--- src/roic_pkg.sv ---
// Package with register map, field layout, codes and state type of the receiver config block
package roic_pkg;

    // Register indices; byte address is four times the index
    localparam logic [11:0] IDX_IO_DATA  = 12'h0e9;
    localparam logic [11:0] IDX_INT_SET  = 12'h0ea;
    localparam logic [11:0] IDX_INT_EVT  = 12'h0eb;
    localparam logic [11:0] IDX_INT_MASK = 12'h0f0;
    localparam logic [11:0] ADDR_IO_DATA  = {IDX_IO_DATA[9:0], 2'b00};
    localparam logic [11:0] ADDR_INT_SET  = {IDX_INT_SET[9:0], 2'b00};
    localparam logic [11:0] ADDR_INT_EVT  = {IDX_INT_EVT[9:0], 2'b00};
    localparam logic [11:0] ADDR_INT_MASK = {IDX_INT_MASK[9:0], 2'b00};

    // io_data_settings fields
    localparam int FMT_LSB      = 0;
    localparam int UNLOCK_SEL_B = 4;
    localparam int FORCE_AUX_B  = 5;
    localparam int MUTE_B       = 6;
    localparam int LIMIT_EN_B   = 8;
    localparam int HIGH_RANGE_B = 9;
    localparam int RATE_LSB     = 12;

    // interrupt_settings fields
    localparam int STYLE_PULSE_B = 0;
    localparam int PIN_SELECT_B  = 8;
    localparam int ERR_IRQ_EN_B  = 9;
    localparam int PCM_IRQ_EN_B  = 10;
    localparam int EMP_IRQ_EN_B  = 11;

    // Event status and mask fields
    localparam int EVT_ERR_B = 1;
    localparam int EVT_PCM_B = 2;
    localparam int EVT_EMP_B = 3;

    // Reset values
    localparam logic [15:0] IO_DATA_RST  = 16'h0000;
    localparam logic [15:0] INT_SET_RST  = 16'h0000;
    localparam logic [7:0]  INT_MASK_RST = 8'h0e;

    // Output format codes
    localparam logic [2:0] FMT_LJ24   = 3'h0;
    localparam logic [2:0] FMT_I2S24  = 3'h1;
    localparam logic [2:0] FMT_RJ24   = 3'h2;
    localparam logic [2:0] FMT_RJ20   = 3'h3;
    localparam logic [2:0] FMT_RJ16   = 3'h4;
    localparam logic [2:0] FMT_BIPH   = 3'h5;
    localparam logic [2:0] FMT_I2S28  = 3'h6;
    localparam logic [2:0] FMT_LSB28  = 3'h7;

    // Measured rate codes: 0 32k,1 44.1k,2 48k,3 64k,4 88.2k,5 96k,6 128k,7 176.4k,8 192k
    localparam logic [3:0] RATE_MAX_CODE = 4'h8;

    // Slot geometry
    localparam logic [4:0] SLOT_LAST = 5'h1f;

    // AXI responses
    localparam logic [1:0] RESP_OKAY   = 2'h0;
    localparam logic [1:0] RESP_SLVERR = 2'h2;

    typedef struct packed {
        logic [15:0] io;
        logic [15:0] intc;
        logic [7:0]  mask;
        logic [7:0]  stat;
        logic        aw_ok;
        logic [11:0] aw_addr;
        logic        w_ok;
        logic [31:0] w_data;
        logic [3:0]  w_strb;
        logic        bvalid;
        logic [1:0]  bresp;
        logic        rvalid;
        logic [31:0] rdata;
        logic [1:0]  rresp;
        logic [4:0]  bit_pos;
        logic        lr;
        logic [27:0] word_l;
        logic [27:0] word_r;
        logic        fmt_bit;
        logic        sdo;
        logic        err_pin;
        logic        prev_err;
        logic        prev_pcm;
        logic        prev_emp;
        logic        pulse;
        logic        pin;
        logic        irq;
    } roic_state_s;

endpackage : roic_pkg

--- src/roic_top.sv ---
// Receiver output format, source select, rate limit and interrupt configuration block
//
// Implementation choice: the AXI4-Lite interface to the registers.
`timescale 1ns/1ps

module roic_top (
    // Clock, reset, enable
    input  wire logic        aclk,
    input  wire logic        aresetn,
    input  wire logic        clk_en,
    // AXI4-Lite write address
    input  wire logic [11:0] s_axi_awaddr,
    input  wire logic        s_axi_awvalid,
    output logic             s_axi_awready,
    // AXI4-Lite write data
    input  wire logic [31:0] s_axi_wdata,
    input  wire logic [3:0]  s_axi_wstrb,
    input  wire logic        s_axi_wvalid,
    output logic             s_axi_wready,
    // AXI4-Lite write response
    output logic [1:0]       s_axi_bresp,
    output logic             s_axi_bvalid,
    input  wire logic        s_axi_bready,
    // AXI4-Lite read address
    input  wire logic [11:0] s_axi_araddr,
    input  wire logic        s_axi_arvalid,
    output logic             s_axi_arready,
    // AXI4-Lite read data
    output logic [31:0]      s_axi_rdata,
    output logic [1:0]       s_axi_rresp,
    output logic             s_axi_rvalid,
    input  wire logic        s_axi_rready,
    // Receiver core status
    input  wire logic        pll_locked,
    input  wire logic [3:0]  measured_rate,
    input  wire logic        rx_error,
    input  wire logic        audio_detect,
    input  wire logic        emphasis_detect,
    // Audio data sources
    input  wire logic        bit_tick,
    input  wire logic [27:0] sample_left,
    input  wire logic [27:0] sample_right,
    input  wire logic        biphase_in,
    input  wire logic        aux_serial_in,
    // Pins
    output logic             serial_audio_out,
    output logic             lrclk_out,
    output logic             error_out,
    output logic             combined_pin_out,
    output logic             irq
);

    roic_pkg::roic_state_s s_reg;
    roic_pkg::roic_state_s s_next;

    // Accepted rate set, one bit per measured rate code
    function automatic logic [8:0] accept_mask(input logic high, input logic [3:0] code);
        logic [8:0] m;
        m = 9'h000;
        if (high) begin
            case (code)
                4'h0: m = 9'h1f8;
                4'h1: m = 9'h008;
                4'h2: m = 9'h010;
                4'h3: m = 9'h020;
                4'h4: m = 9'h080;
                4'h5: m = 9'h100;
                4'h6: m = 9'h090;
                4'h7: m = 9'h120;
                4'h8: m = 9'h038;
                default: m = 9'h000;
            endcase
        end else begin
            case (code)
                4'h0: m = 9'h03f;
                4'h1: m = 9'h001;
                4'h2: m = 9'h002;
                4'h3: m = 9'h004;
                4'h4: m = 9'h010;
                4'h5: m = 9'h020;
                4'h6: m = 9'h012;
                4'h7: m = 9'h024;
                4'h8: m = 9'h007;
                default: m = 9'h000;
            endcase
        end
        return m;
    endfunction : accept_mask

    // Bit of a 28-bit MSB-aligned word placed at slot position pos
    function automatic logic slot_bit(input logic [2:0] fmt, input logic [4:0] pos,
                                      input logic [27:0] w);
        int p;
        logic b;
        p = int'(pos);
        b = 1'b0;
        case (fmt)
            roic_pkg::FMT_LJ24:  if (p < 24) b = w[27 - p];
            roic_pkg::FMT_I2S24: if (p >= 1 && p <= 24) b = w[28 - p];
            roic_pkg::FMT_RJ24:  if (p >= 8) b = w[35 - p];
            roic_pkg::FMT_RJ20:  if (p >= 12) b = w[39 - p];
            roic_pkg::FMT_RJ16:  if (p >= 16) b = w[43 - p];
            roic_pkg::FMT_I2S28: if (p >= 1 && p <= 28) b = w[28 - p];
            roic_pkg::FMT_LSB28: if (p < 28) b = w[p];
            default: b = 1'b0;
        endcase
        return b;
    endfunction : slot_bit

    // Byte-lane merge for the 16-bit registers
    function automatic logic [15:0] merge16(input logic [15:0] old, input logic [31:0] d,
                                            input logic [3:0] strb);
        logic [15:0] r;
        r = old;
        if (strb[0]) begin
            r[7:0] = d[7:0];
        end
        if (strb[1]) begin
            r[15:8] = d[15:8];
        end
        return r;
    endfunction : merge16

    // Combinational helpers
    logic [2:0]  fmt;
    logic [8:0]  acc;
    logic        rate_ok;
    logic        rate_err;
    logic        audio_bit;
    logic [7:0]  evt_set;
    logic [7:0]  evt_clr;
    logic [7:0]  fresh;
    logic        rd_hit;
    logic [11:0] wa;

    always_comb begin
        s_next = s_reg;
        fmt = s_reg.io[roic_pkg::FMT_LSB +: 3];
        evt_set = 8'h00;
        evt_clr = 8'h00;
        rd_hit = 1'b0;
        wa = s_reg.aw_addr;

        // Rate limiting against the selected accepted set
        acc = accept_mask(s_reg.io[roic_pkg::HIGH_RANGE_B],
                          s_reg.io[roic_pkg::RATE_LSB +: 4]);
        rate_ok = (measured_rate <= roic_pkg::RATE_MAX_CODE) && acc[measured_rate];
        rate_err = s_reg.io[roic_pkg::LIMIT_EN_B] && !rate_ok;
        s_next.err_pin = rx_error || !pll_locked || rate_err;

        // Serial slot timing; samples are latched as a new left slot begins
        if (bit_tick) begin
            s_next.bit_pos = s_reg.bit_pos + 5'h01;
            if (s_reg.bit_pos == roic_pkg::SLOT_LAST) begin
                s_next.lr = !s_reg.lr;
                if (s_reg.lr) begin
                    s_next.word_l = sample_left;
                    s_next.word_r = sample_right;
                end
            end
            s_next.fmt_bit = slot_bit(fmt, s_next.bit_pos,
                                      s_next.lr ? s_next.word_r : s_next.word_l);
        end
        audio_bit = (fmt == roic_pkg::FMT_BIPH) ? biphase_in : s_reg.fmt_bit;

        // Source selection; mute dominates, then forced aux, then unlock policy
        if (s_reg.io[roic_pkg::MUTE_B]) begin
            s_next.sdo = 1'b0;
        end else if (s_reg.io[roic_pkg::FORCE_AUX_B]) begin
            s_next.sdo = aux_serial_in;
        end else if (!pll_locked) begin
            s_next.sdo = s_reg.io[roic_pkg::UNLOCK_SEL_B] ? 1'b0 : aux_serial_in;
        end else begin
            s_next.sdo = audio_bit;
        end

        // Events, each gated by its enable
        s_next.prev_err = s_reg.err_pin;
        s_next.prev_pcm = audio_detect;
        s_next.prev_emp = emphasis_detect;
        evt_set[roic_pkg::EVT_ERR_B] = s_reg.intc[roic_pkg::ERR_IRQ_EN_B]
                                       && (s_reg.err_pin != s_reg.prev_err);
        evt_set[roic_pkg::EVT_PCM_B] = s_reg.intc[roic_pkg::PCM_IRQ_EN_B]
                                       && (audio_detect != s_reg.prev_pcm);
        evt_set[roic_pkg::EVT_EMP_B] = s_reg.intc[roic_pkg::EMP_IRQ_EN_B]
                                       && emphasis_detect && !s_reg.prev_emp;

        // Write channels taken in either order, one write in flight
        if (s_axi_awvalid && !s_reg.aw_ok) begin
            s_next.aw_ok = 1'b1;
            s_next.aw_addr = s_axi_awaddr;
        end
        if (s_axi_wvalid && !s_reg.w_ok) begin
            s_next.w_ok = 1'b1;
            s_next.w_data = s_axi_wdata;
            s_next.w_strb = s_axi_wstrb;
        end
        if (s_reg.bvalid && s_axi_bready) begin
            s_next.bvalid = 1'b0;
        end
        if (s_reg.aw_ok && s_reg.w_ok && !s_reg.bvalid) begin
            s_next.aw_ok = 1'b0;
            s_next.w_ok = 1'b0;
            s_next.bvalid = 1'b1;
            s_next.bresp = roic_pkg::RESP_OKAY;
            if (wa == roic_pkg::ADDR_IO_DATA) begin
                s_next.io = merge16(s_reg.io, s_reg.w_data, s_reg.w_strb);
            end else if (wa == roic_pkg::ADDR_INT_SET) begin
                s_next.intc = merge16(s_reg.intc, s_reg.w_data, s_reg.w_strb);
            end else if (wa == roic_pkg::ADDR_INT_MASK) begin
                if (s_reg.w_strb[0]) begin
                    s_next.mask = s_reg.w_data[7:0];
                end
            end else if (wa != roic_pkg::ADDR_INT_EVT) begin
                s_next.bresp = roic_pkg::RESP_SLVERR;
            end
        end

        // Read channel; reading the event register clears it
        if (s_reg.rvalid && s_axi_rready) begin
            s_next.rvalid = 1'b0;
        end
        if (s_axi_arvalid && !s_reg.rvalid) begin
            rd_hit = 1'b1;
            s_next.rvalid = 1'b1;
            s_next.rresp = roic_pkg::RESP_OKAY;
            s_next.rdata = 32'h0000_0000;
            if (s_axi_araddr == roic_pkg::ADDR_IO_DATA) begin
                s_next.rdata = {16'h0000, s_reg.io};
            end else if (s_axi_araddr == roic_pkg::ADDR_INT_SET) begin
                s_next.rdata = {16'h0000, s_reg.intc};
            end else if (s_axi_araddr == roic_pkg::ADDR_INT_EVT) begin
                s_next.rdata = {24'h00_0000, s_reg.stat};
                evt_clr = s_reg.stat;
            end else if (s_axi_araddr == roic_pkg::ADDR_INT_MASK) begin
                s_next.rdata = {24'h00_0000, s_reg.mask};
            end else begin
                s_next.rresp = roic_pkg::RESP_SLVERR;
            end
        end

        // A new event in the clearing cycle survives the clear
        s_next.stat = (s_reg.stat & ~evt_clr) | evt_set;
        fresh = evt_set & ~s_reg.stat & s_reg.mask;
        s_next.pulse = |fresh;
        s_next.irq = |(s_next.stat & s_reg.mask);

        // Combined pin: emphasis or interrupt, level or pulse
        if (!s_reg.intc[roic_pkg::PIN_SELECT_B]) begin
            s_next.pin = emphasis_detect;
        end else if (s_reg.intc[roic_pkg::STYLE_PULSE_B]) begin
            s_next.pin = s_next.pulse;
        end else begin
            s_next.pin = s_next.irq;
        end
    end

    // Reset value of the whole state
    localparam roic_pkg::roic_state_s STATE_RST = '{
        io:   roic_pkg::IO_DATA_RST,
        intc: roic_pkg::INT_SET_RST,
        mask: roic_pkg::INT_MASK_RST,
        default: '0
    };

    // Clock enable freezes everything, including handshakes in flight
    always_ff @(posedge aclk) begin
        if (!aresetn) begin
            s_reg <= STATE_RST;
        end else if (clk_en) begin
            s_reg <= s_next;
        end
    end

    // Ready terms depend only on held state, so valids never wait on readies here
    assign s_axi_awready    = !s_reg.aw_ok;
    assign s_axi_wready     = !s_reg.w_ok;
    assign s_axi_bvalid     = s_reg.bvalid;
    assign s_axi_bresp      = s_reg.bresp;
    assign s_axi_arready    = !s_reg.rvalid;
    assign s_axi_rvalid     = s_reg.rvalid;
    assign s_axi_rdata      = s_reg.rdata;
    assign s_axi_rresp      = s_reg.rresp;
    assign serial_audio_out = s_reg.sdo;
    assign lrclk_out        = s_reg.lr;
    assign error_out        = s_reg.err_pin;
    assign combined_pin_out = s_reg.pin;
    assign irq              = s_reg.irq;

endmodule : roic_top

--- config.mk ---
export PLATFORM = sky130hd
export DESIGN_NAME = roic_top
export DESIGN_NICKNAME = d
export VERILOG_FILES = /design/src/roic_pkg.sv /design/src/roic_top.sv
export SDC_FILE = /design/constraint.sdc
export NUM_CORES = 1
export LEC_CHECK = 0
export BUFFER_PORTS_ARGS = -buffer_cell sky130_fd_sc_hd__buf_2
export CAP_MARGIN = 20
export CORE_UTILIZATION = 35
export CTS_CLUSTER_SIZE = 28
export DETAILED_ROUTE_END_ITERATION = 16
export GPL_TIMING_DRIVEN = 1
export PLACE_DENSITY = 0.63
export SYNTH_ARGS = -nofsm -noshare
export SYNTH_HDL_FRONTEND = slang
export SYNTH_SLANG_ARGS = --single-unit
--- constraint.sdc ---
create_clock -name aclk -period 6 [get_ports aclk]
set_input_delay 0.3 -clock aclk [delete_from_list [all_inputs] [get_ports aclk]]
set_output_delay 0.3 -clock aclk [all_outputs]
set_load 0.01 [all_outputs]
**After elaboration in Yosys (flattened, before gate mapping)**

Memories as Yosys holds them, arrays and structs flattened. A register that Yosys moved wholly into a read port is not among the register bits.
Cells that the tools add are included.

- Word-level logic and storage cells: 192
- Memory bits (read-only): 192
- Input bits: 135
- Memories: 2
- Register bits: 206

Memory list:

| memory | words | width | rd ports | clocked after Yosys merged registers in | write ports | RTL line | source |
|---|---|---|---|---|---|---|---|
| (no name shown) | 16 | 6 | 1 | 1 | 0 | roic_top.sv:61 | `case (code)` |
| (no name shown) | 16 | 6 | 1 | 1 | 0 | roic_top.sv:74 | `case (code)` |

- Add/subtract/negate cells: 6
- $lt $le $gt $ge: 16
- Mux-type cells: 67
- Eq/ne operators: 18
- Reductions and logical operators: 46
- Bitwise gates (word level): 9

Operators with widths:

| operator | count |
|---|---|
| $mux 57 | 2 |
| $eq 12x10->1 const B | 7 |
| $mux 56 | 1 |
| $mux 8 | 6 |
| $mux 37 | 1 |
| $mux 35 | 1 |
| $mux 32 | 1 |
| $bmux 1 s5 | 6 |
| $mux 1 | 30 |
| $mux 28 | 1 |
| $and 8x8->8 | 3 |
| $lt 7x7->1 const B | 3 |
| $sub 6x5->7 const A | 3 |
| $reduce_and 2->1 | 9 |
| $mux 16 | 1 |
| $mux 2 | 8 |
| $mux 4 | 4 |
| $not 8->8 | 2 |
| $reduce_or 8->1 | 2 |
| $logic_and 1x1->1 | 15 |
| $lt 6x7->1 const B | 2 |
| $mux 13 | 1 |
| $eq 3x3->1 const B | 4 |
| $ne 12x10->1 const B | 1 |
| 28 further kinds | 48 |

**Depth between registers and ports, before layout**

Gate-level depths: netlist (run 1).

- Depth after elaboration: 12
- Depth in mapped cells: 14

**Least setup slack after synthesis (run 1)**

No wires, ideal clock.

- Kind: flip-flop to flip-flop
- Start: register s_reg[67] (netlist bit)
- End: register s_reg[8] (netlist bit)
- Stages on the path, launching flop included: 15
- Slack: 2,699 ps
- Library setup time: 116 ps
- Data arrival time: 3,185 ps
- Clock period less this slack: 3,301 ps
- Required time: 5,884 ps
- Cells stage by stage: dfxtp_1 -> ha_1 -> clkbuf_1 -> and3_1 -> ha_1 -> buf_6 -> and2_4 -> buf_6 -> a222oi_1 -> mux4_2 -> a311o_2 -> a41oi_1 -> a2111oi_1 -> a41oi_1 -> a41o_1

- Cells in the longest elaborated chain, start to end: 9
- Elaborated cells between the ends (all ways): 45
- Classes of those cells: add/sub (6); order compare (8); eq/ne (1); mux (28); reduce/logical (2)

RTL lines:

| item | RTL line | source |
|---|---|---|
| start: declaration | roic_top.sv:53 | `roic_pkg::roic_state_s s_reg;` |
| start signal: assignment | roic_top.sv:271 | `s_reg <= s_next;` |
| branches (longest 8 deep; another with $sub 6x5->7) | -- |  |
| $pmux 1 s7 (*) | roic_top.sv:97 | `case (fmt)` |

Mark *: on every way between the ends. The select of a mux whose other input is x is not followed.
A chain may end at the register's enable or synchronous reset.

**Worst setup path after layout (run 1)**

- Start: register s_reg[66] (netlist bit)
- End: register s_reg[8] (netlist bit)

Same word-level chain as after synthesis.

==> summary.txt, run 1 <==
outcome - complete, no violations
Worst-path clk slew - 0.08 ns
synthesized area per cell - 8.25 um2
skew final - 0.0159 ns
TritonCTS clock tree - built
Max Fanout on Critical Path - 20
Total GRT Usage - 19.4%
Distinct cells, synth - 81
largest net degree at the start of global routing - 78
vias in the first global route - 7514
post-layout min period - 4.57 ns
HPWL Detailed - 18300 um
Synth area leader - dfxtp_1
Worst EP arrival - 4.90 ns
max-cap violation count - 0
clock sinks - 176
cts bufs inserted - 17
CP peak stage delay - 0.85 ns
Post-CTS Hold Buffers - 0
Final Cell Area - 0.0106 mm2
final worst setup slack - 1.43 ns
via count - 8329
Post-synth ARST share - 0%
Row Count - 59
RSZ-0062 raised after global routing - false
Max IR drop VDD - 0.144 mV
net switching power - 0.716 mW
pre-CTS setup slack - 1.57 ns
Core ar. - 0.0260 mm2
Final Slew Violations - 0
WS Path Type - flip-flop to flip-flop
final setup vio count - 0
Yosys warning total - 0
number of buffers added for setup after CTS - 0
crit path cell chain - buf_4 -> ha_1 -> and3_1 -> ha_1 -> nor2_1 -> a222oi_1 -> mux4_2 -> a311o_2 -> a41oi_1 -> a2111oi_1 -> a41oi_1 -> a41o_1
switch share - 28.0%
gr ovfl total - 0
filler cell count - 2686
nets@finish - 1354
maximum clock rate - 219 MHz
Bufs on Longest Clock Path - 2
CP Capture Type - flip-flop
Synth top cells by count - 230 x nand2_1, 176 x dfxtp_1, 97 x a21oi_1
clock power share - 43.8%
Synth top area share - 38.2%
initial antenna violation count - 0
Ant. Diodes - 0
Root Buffer - clkbuf_16
Synth Instances - 1118
crit share post-route - 76.2%
Die H - 164 um
Critical Path RT - 6.33 ns
Hold Violations, Final - 0
startpoint types - flip-flop
Combinational Power Share - 9.0%
Fin Setup TNS - 0 ns
FF+latch area - 0.00352 mm2
Tightest Pin Transition - 1.14 ns
number of H-tree levels - 4
DR WL/cell - 16.8 um
Die Wd - 164 um
1st-iter DRT viols - 560
placed inst area - 0.00998 mm2
Post-route DRC - 0
Post-Syn Area - 0.00923 mm2
gpl congestion - 0.923
area of the multi-input gates - 0.00509 mm2
number of synthesized flops with an enable pin - 0
Pint - 1.84 mW
buffers added on ports - 144
Power Dens Cells - 241 mW/mm2
layout cells sized above 1 - 18.9%
First-pass DRT Iterations - 7
FF+latch count, synth - 176
Die ar. - 0.0270 mm2
GR Layer Usage met2 - 30.1%
most area-consuming cells after synthesis - dfxtp_1 38%, nand2_1 9.4%, mux2i_1 6.2%
sequential-to-total area share from yosys stat - 38.2%
most frequent cell after synthesis - nand2_1
LEAKAGE - 3.90 nW
global-route wire length before repair - 41000 um
Critical-path top delay cell - a222oi_1
Routed WL - 26200 um
register share of total power - 47.1%
post-cts repair resize count - 0
Ports - 181
starting density of the core - 35.5%
Routed Antenna Nets - 0
GRT busiest layer - met2
area grow syn2layout - 14.8%
met3 usage - 2.69%
vias per cell - 5.35
Worst-Skew Late Latency - 0.44 ns
max reg flops - 130
Post-synth top flop - dfxtp_1
Global Route met1 Usage - 27.9%
min-delay worst type - input port to flip-flop
total power - 2.56 mW
Worst slew margin - 24.1%
placed cells by master (no fill, tap or decap), types with 22 or more instances in the layout:
cell type	Yosys	routed
or3_1	22	22
nor2_1	88	87
buf_2	7	144
mux2i_1	57	57
nand2_1	230	229
o21ai_0	28	28
a21oi_1	97	97
a21boi_0	27	27
dfxtp_1	176	176
inv_1	27	26
per-layer routing:
layer  wire length, um  up-vias
li1                  -     4099
met1             12300     3948
met2             12100      258
met3              1360       24
met4               366        0
met5                 0        -
final cells by class:
type	instances	area share, %
Sequential cell	176	33.3
Timing Repair Buffer	158	7.95
Clock inverter	15	1.61
Multi-Input combinational cell	824	48.1
Clock buffer	17	4.02
Tap cell	335	3.96
Inverter	31	1.11
final timing paths:
check | from | to | slack, ns | cells past startpoint
max | s_reg[66]$_SDFFE_PN0P_ | s_reg[8]$_SDFFE_PN0P_ | 1.43 | 12
min | s_axi_awaddr[9] | wa[9]$_SDFFE_PN0P_ | 0.09 | 3
max reg2reg | s_reg[66]$_SDFFE_PN0P_ | s_reg[8]$_SDFFE_PN0P_ | 1.43 | 12
min reg2reg | s_reg[166]$_SDFFE_PN0P_ | s_reg[166]$_SDFFE_PN0P_ | 0.44 | 2
critical path, delay by kind of cell (launching register included):
family                     cells  cell delay (ns)
AOI/OAI and AO/OA              6             1.96
adders and majority gates      2             1.00
muxes                          1             0.42
and+or+nand+nor                2             0.52
DFF                            1             0.31
buffers and inverters          1             0.25
power groups by stage:
| stage | Sequential, mW | Clock [mW] | Combinational (mW) |
|---|---|---|---|
| finish | 1.20 | 1.12 | 0.231 |
| global route | 1.21 | 1.19 | 0.254 |
| CTS | 1.20 | 1.14 | 0.230 |
| detailed placement | 1.23 | 0 | 0.229 |
| global placement | 1.23 | 0 | 0.227 |
| floorplan | 1.23 | 0 | 0.153 |
logic make-up after synthesis:
family	synth area share, %
compound gates	19.7
xor+xnor	2.03
fa+ha+maj	1.49
buf+inv	7.48
flops	38.2
mux	9.19
other cells	0.0406
simple gates	21.9
stage by stage:
stage                     utilization [%]  cells  hold slack, ns
after floorplan                         -   1135           0.418
final                                40.8   1556          0.0907
after global placement               38.4   1522           0.427
after CTS                            40.7   1554          0.0769
after global routing                 40.8   1556          0.0849
after detailed placement             38.4   1522           0.431
(Power assumes the default switching activity.)
==> inputs of run 2 (changes only) <==
clock period = 4.4 ns   (was 6 ns; I/O delays follow)
==> run 2 against run 1 <==
Against the previous run: non-clock buffer count up 11; final cell count up 0.64%; via count up 0.89%; largest power group unchanged; first-iteration DRC count is 13% higher; final area increased by 0.47%; critical path depth is the same; clock skew down 0.0030 ns; die area unchanged; sequential share of layout area fell by 0.16 points; maximum frequency up 20%; power is 35% higher; combinational power grew 38%.
==> summary.txt, run 2 (same netlist as run 1, synthesis figures left out) <==
startpoint types - flip-flop
CP Capture Type - flip-flop
maximum clock rate - 263 MHz (+20%)
skew final - 0.0129 ns (-0.00296 ns)
Max Fanout on Critical Path - 27 (+35%)
1st-iter DRT viols - 634 (+13%)
number of H-tree levels - 4 (unchanged)
Top Family by Delay on Critical Path - compound AO/OA/AOI/OAI gates
largest net degree at the start of global routing - 81 (+3.8%)
vias per cell - 5.37 (+0.24%)
via count - 8403 (+0.89%)
Routed Antenna Nets - 0 (unchanged)
Worst EP arrival - 4.17 ns (-0.73 ns)
Max IR drop VDD - 0.262 mV (+82%)
min-delay worst type - input port to flip-flop
Worst-Skew Late Latency - 0.43 ns (about the same)
crit path cell chain - ha_1 -> and3_1 -> ha_1 -> buf_4 -> xnor2_4 -> o221ai_1 -> a221o_1 -> or3b_2 -> a311oi_1 -> a2111oi_1 -> a41oi_1 -> a41o_1
Hold Violations, Final - 0 (unchanged)
initial antenna violation count - 0 (unchanged)
nets@finish - 1365 (+0.81%)
HPWL Detailed - 18800 um (+2.8%)
filler cell count - 2655 (-1.2%)
Critical Path Most Common Cell - ha_1
Final Slew Violations - 0 (unchanged)
area grow syn2layout - 15.3%
number of buffers added for setup after CTS - 0 (unchanged)
buffers added on ports - 144 (unchanged)
WS Path Type - flip-flop to flip-flop
DR WL/cell - 16.8 um (-0.21%)
Critical-path top delay cell - xnor2_4
CP peak stage delay - 0.56 ns (-0.29 ns)
worst path bufs/invs - 1 (unchanged)
crit share post-route - 86.4% (+10 points)
cts bufs inserted - 17 (unchanged)
Bufs on Longest Clock Path - 2 (unchanged)
post-cts repair resize count - 0 (unchanged)
First-pass DRT Iterations - 6 (-1)
most frequent cells in the layout - 229 x nand2_1, 176 x dfxtp_1, 144 x buf_2
commonest non-fill, non-tap cell in the layout - nand2_1
post-layout min period - 3.80 ns (-0.768 ns)
max reg flops - 130 (unchanged)
Die H - 164 um (unchanged)
Tightest Pin Transition - 1.06 ns (-0.0756 ns)
outcome - complete, no violations
Ports - 181 (unchanged)
Post-route DRC - 0 (unchanged)
Die Wd - 164 um (unchanged)
Post-CTS Hold Buffers - 0 (unchanged)
final setup vio count - 0 (unchanged)
Non-Filler Instances - 1566 (+0.64%)
RSZ-0062 raised after global routing - false
Worst-path clk slew - 0.07 ns (about the same)
vias in the first global route - 7749 (+3.1%)
placed insts - 1533 (+0.72%)
Routed WL - 26300 um (+0.43%)
starting density of the core - 35.5% (unchanged)
Ant. Diodes - 0 (unchanged)
Core ar. - 0.0260 mm2 (unchanged)
Row Count - 59 (unchanged)
max-cap violation count - 0 (unchanged)
gpl congestion - 0.878 (-4.9%)
Critical Path RT - 4.77 ns (-1.56 ns)
clock sinks - 176 (unchanged)
Die ar. - 0.0270 mm2 (unchanged)
LEAKAGE - 3.93 nW (+0.75%)
Worst slew margin - 28.9% (+4.8 points)
TritonCTS clock tree - built
global-route wire length before repair - 41400 um (+1.1%)
Power Dens Cells - 324 mW/mm2 (+34%)
Total GRT Usage - 19.5% (+0.14 points)
Fin Setup TNS - 0 ns (unchanged)
Root Buffer - clkbuf_16
layout cells sized above 1 - 19.5% (+0.58 points)
gr ovfl total - 0 (unchanged)
run 2: cell count changes in the layout (fill, tap and decap cells not counted), sizes merged:
cell,change
clkinvlp,+4
bufinv,+1
clkinv,-7
inv,-3
clkbuf,+4
buf,+11
run 2: through the flow:
step           total power, mW  util (%)  cell area (um2)  hold slack, ns  setup WS (ns)
3_3_place_gp              1.99      38.7            10000           0.428          0.696
4_1_cts                   3.46      40.8            10600          0.0152          0.609
2_1_floorplan             1.88         -             9290           0.356           1.10
5_1_grt                   3.57      41.0            10600         0.00634          0.417
3_5_place_dp              2.00      38.7            10000           0.432          0.632
6_report                  3.44      41.0            10600          0.0224          0.598
run 2: routing by layer:
layer,vias to the layer above,part of all wire [%],GRT usage (%)
li1,4112,-,-
met1,4004,48,27.1
met2,259,47,31.5
met3,28,4.3,2.81
met4,0,1.6,5.00
met5,-,0,0
run 2: final timing paths:
| kind | endpoint | slack (ns) | depth (start not counted) | from |
|---|---|---|---|---|
| max | s_reg[8]$_SDFFE_PN0P_ | 0.60 | 12 | s_reg[67]$_SDFFE_PN0P_ |
| min | s_reg[36]$_SDFFE_PN0P_ | 0.02 | 3 | sample_right[27] |
| min reg2reg | s_reg[163]$_SDFFE_PN0P_ | 0.44 | 2 | s_reg[163]$_SDFFE_PN0P_ |
| max reg2reg | s_reg[8]$_SDFFE_PN0P_ | 0.60 | 12 | s_reg[67]$_SDFFE_PN0P_ |
run 2: tightest hold or removal path, cell delays in order:
cell	delay, ns
buf_2	0.09
nand2_1	0.05
a21oi_1	0.05
run 2: power by group:
group          switching, mW  leakage, nW  internal (mW)
Combinational          0.192         2.25          0.126
Clock                  0.667        0.256          0.815
Sequential            0.0209         1.43           1.62
run 2: cell type report:
cell class,instances,area (um2),area share (%)
Timing Repair Buffer,169,921,8.65
Sequential cell,176,3520,33.1
Tap cell,335,419,3.94
Multi-Input combinational cell,824,5100,47.9
Clock inverter,10,104,0.976
Clock buffer,21,460,4.33
Inverter,31,118,1.11
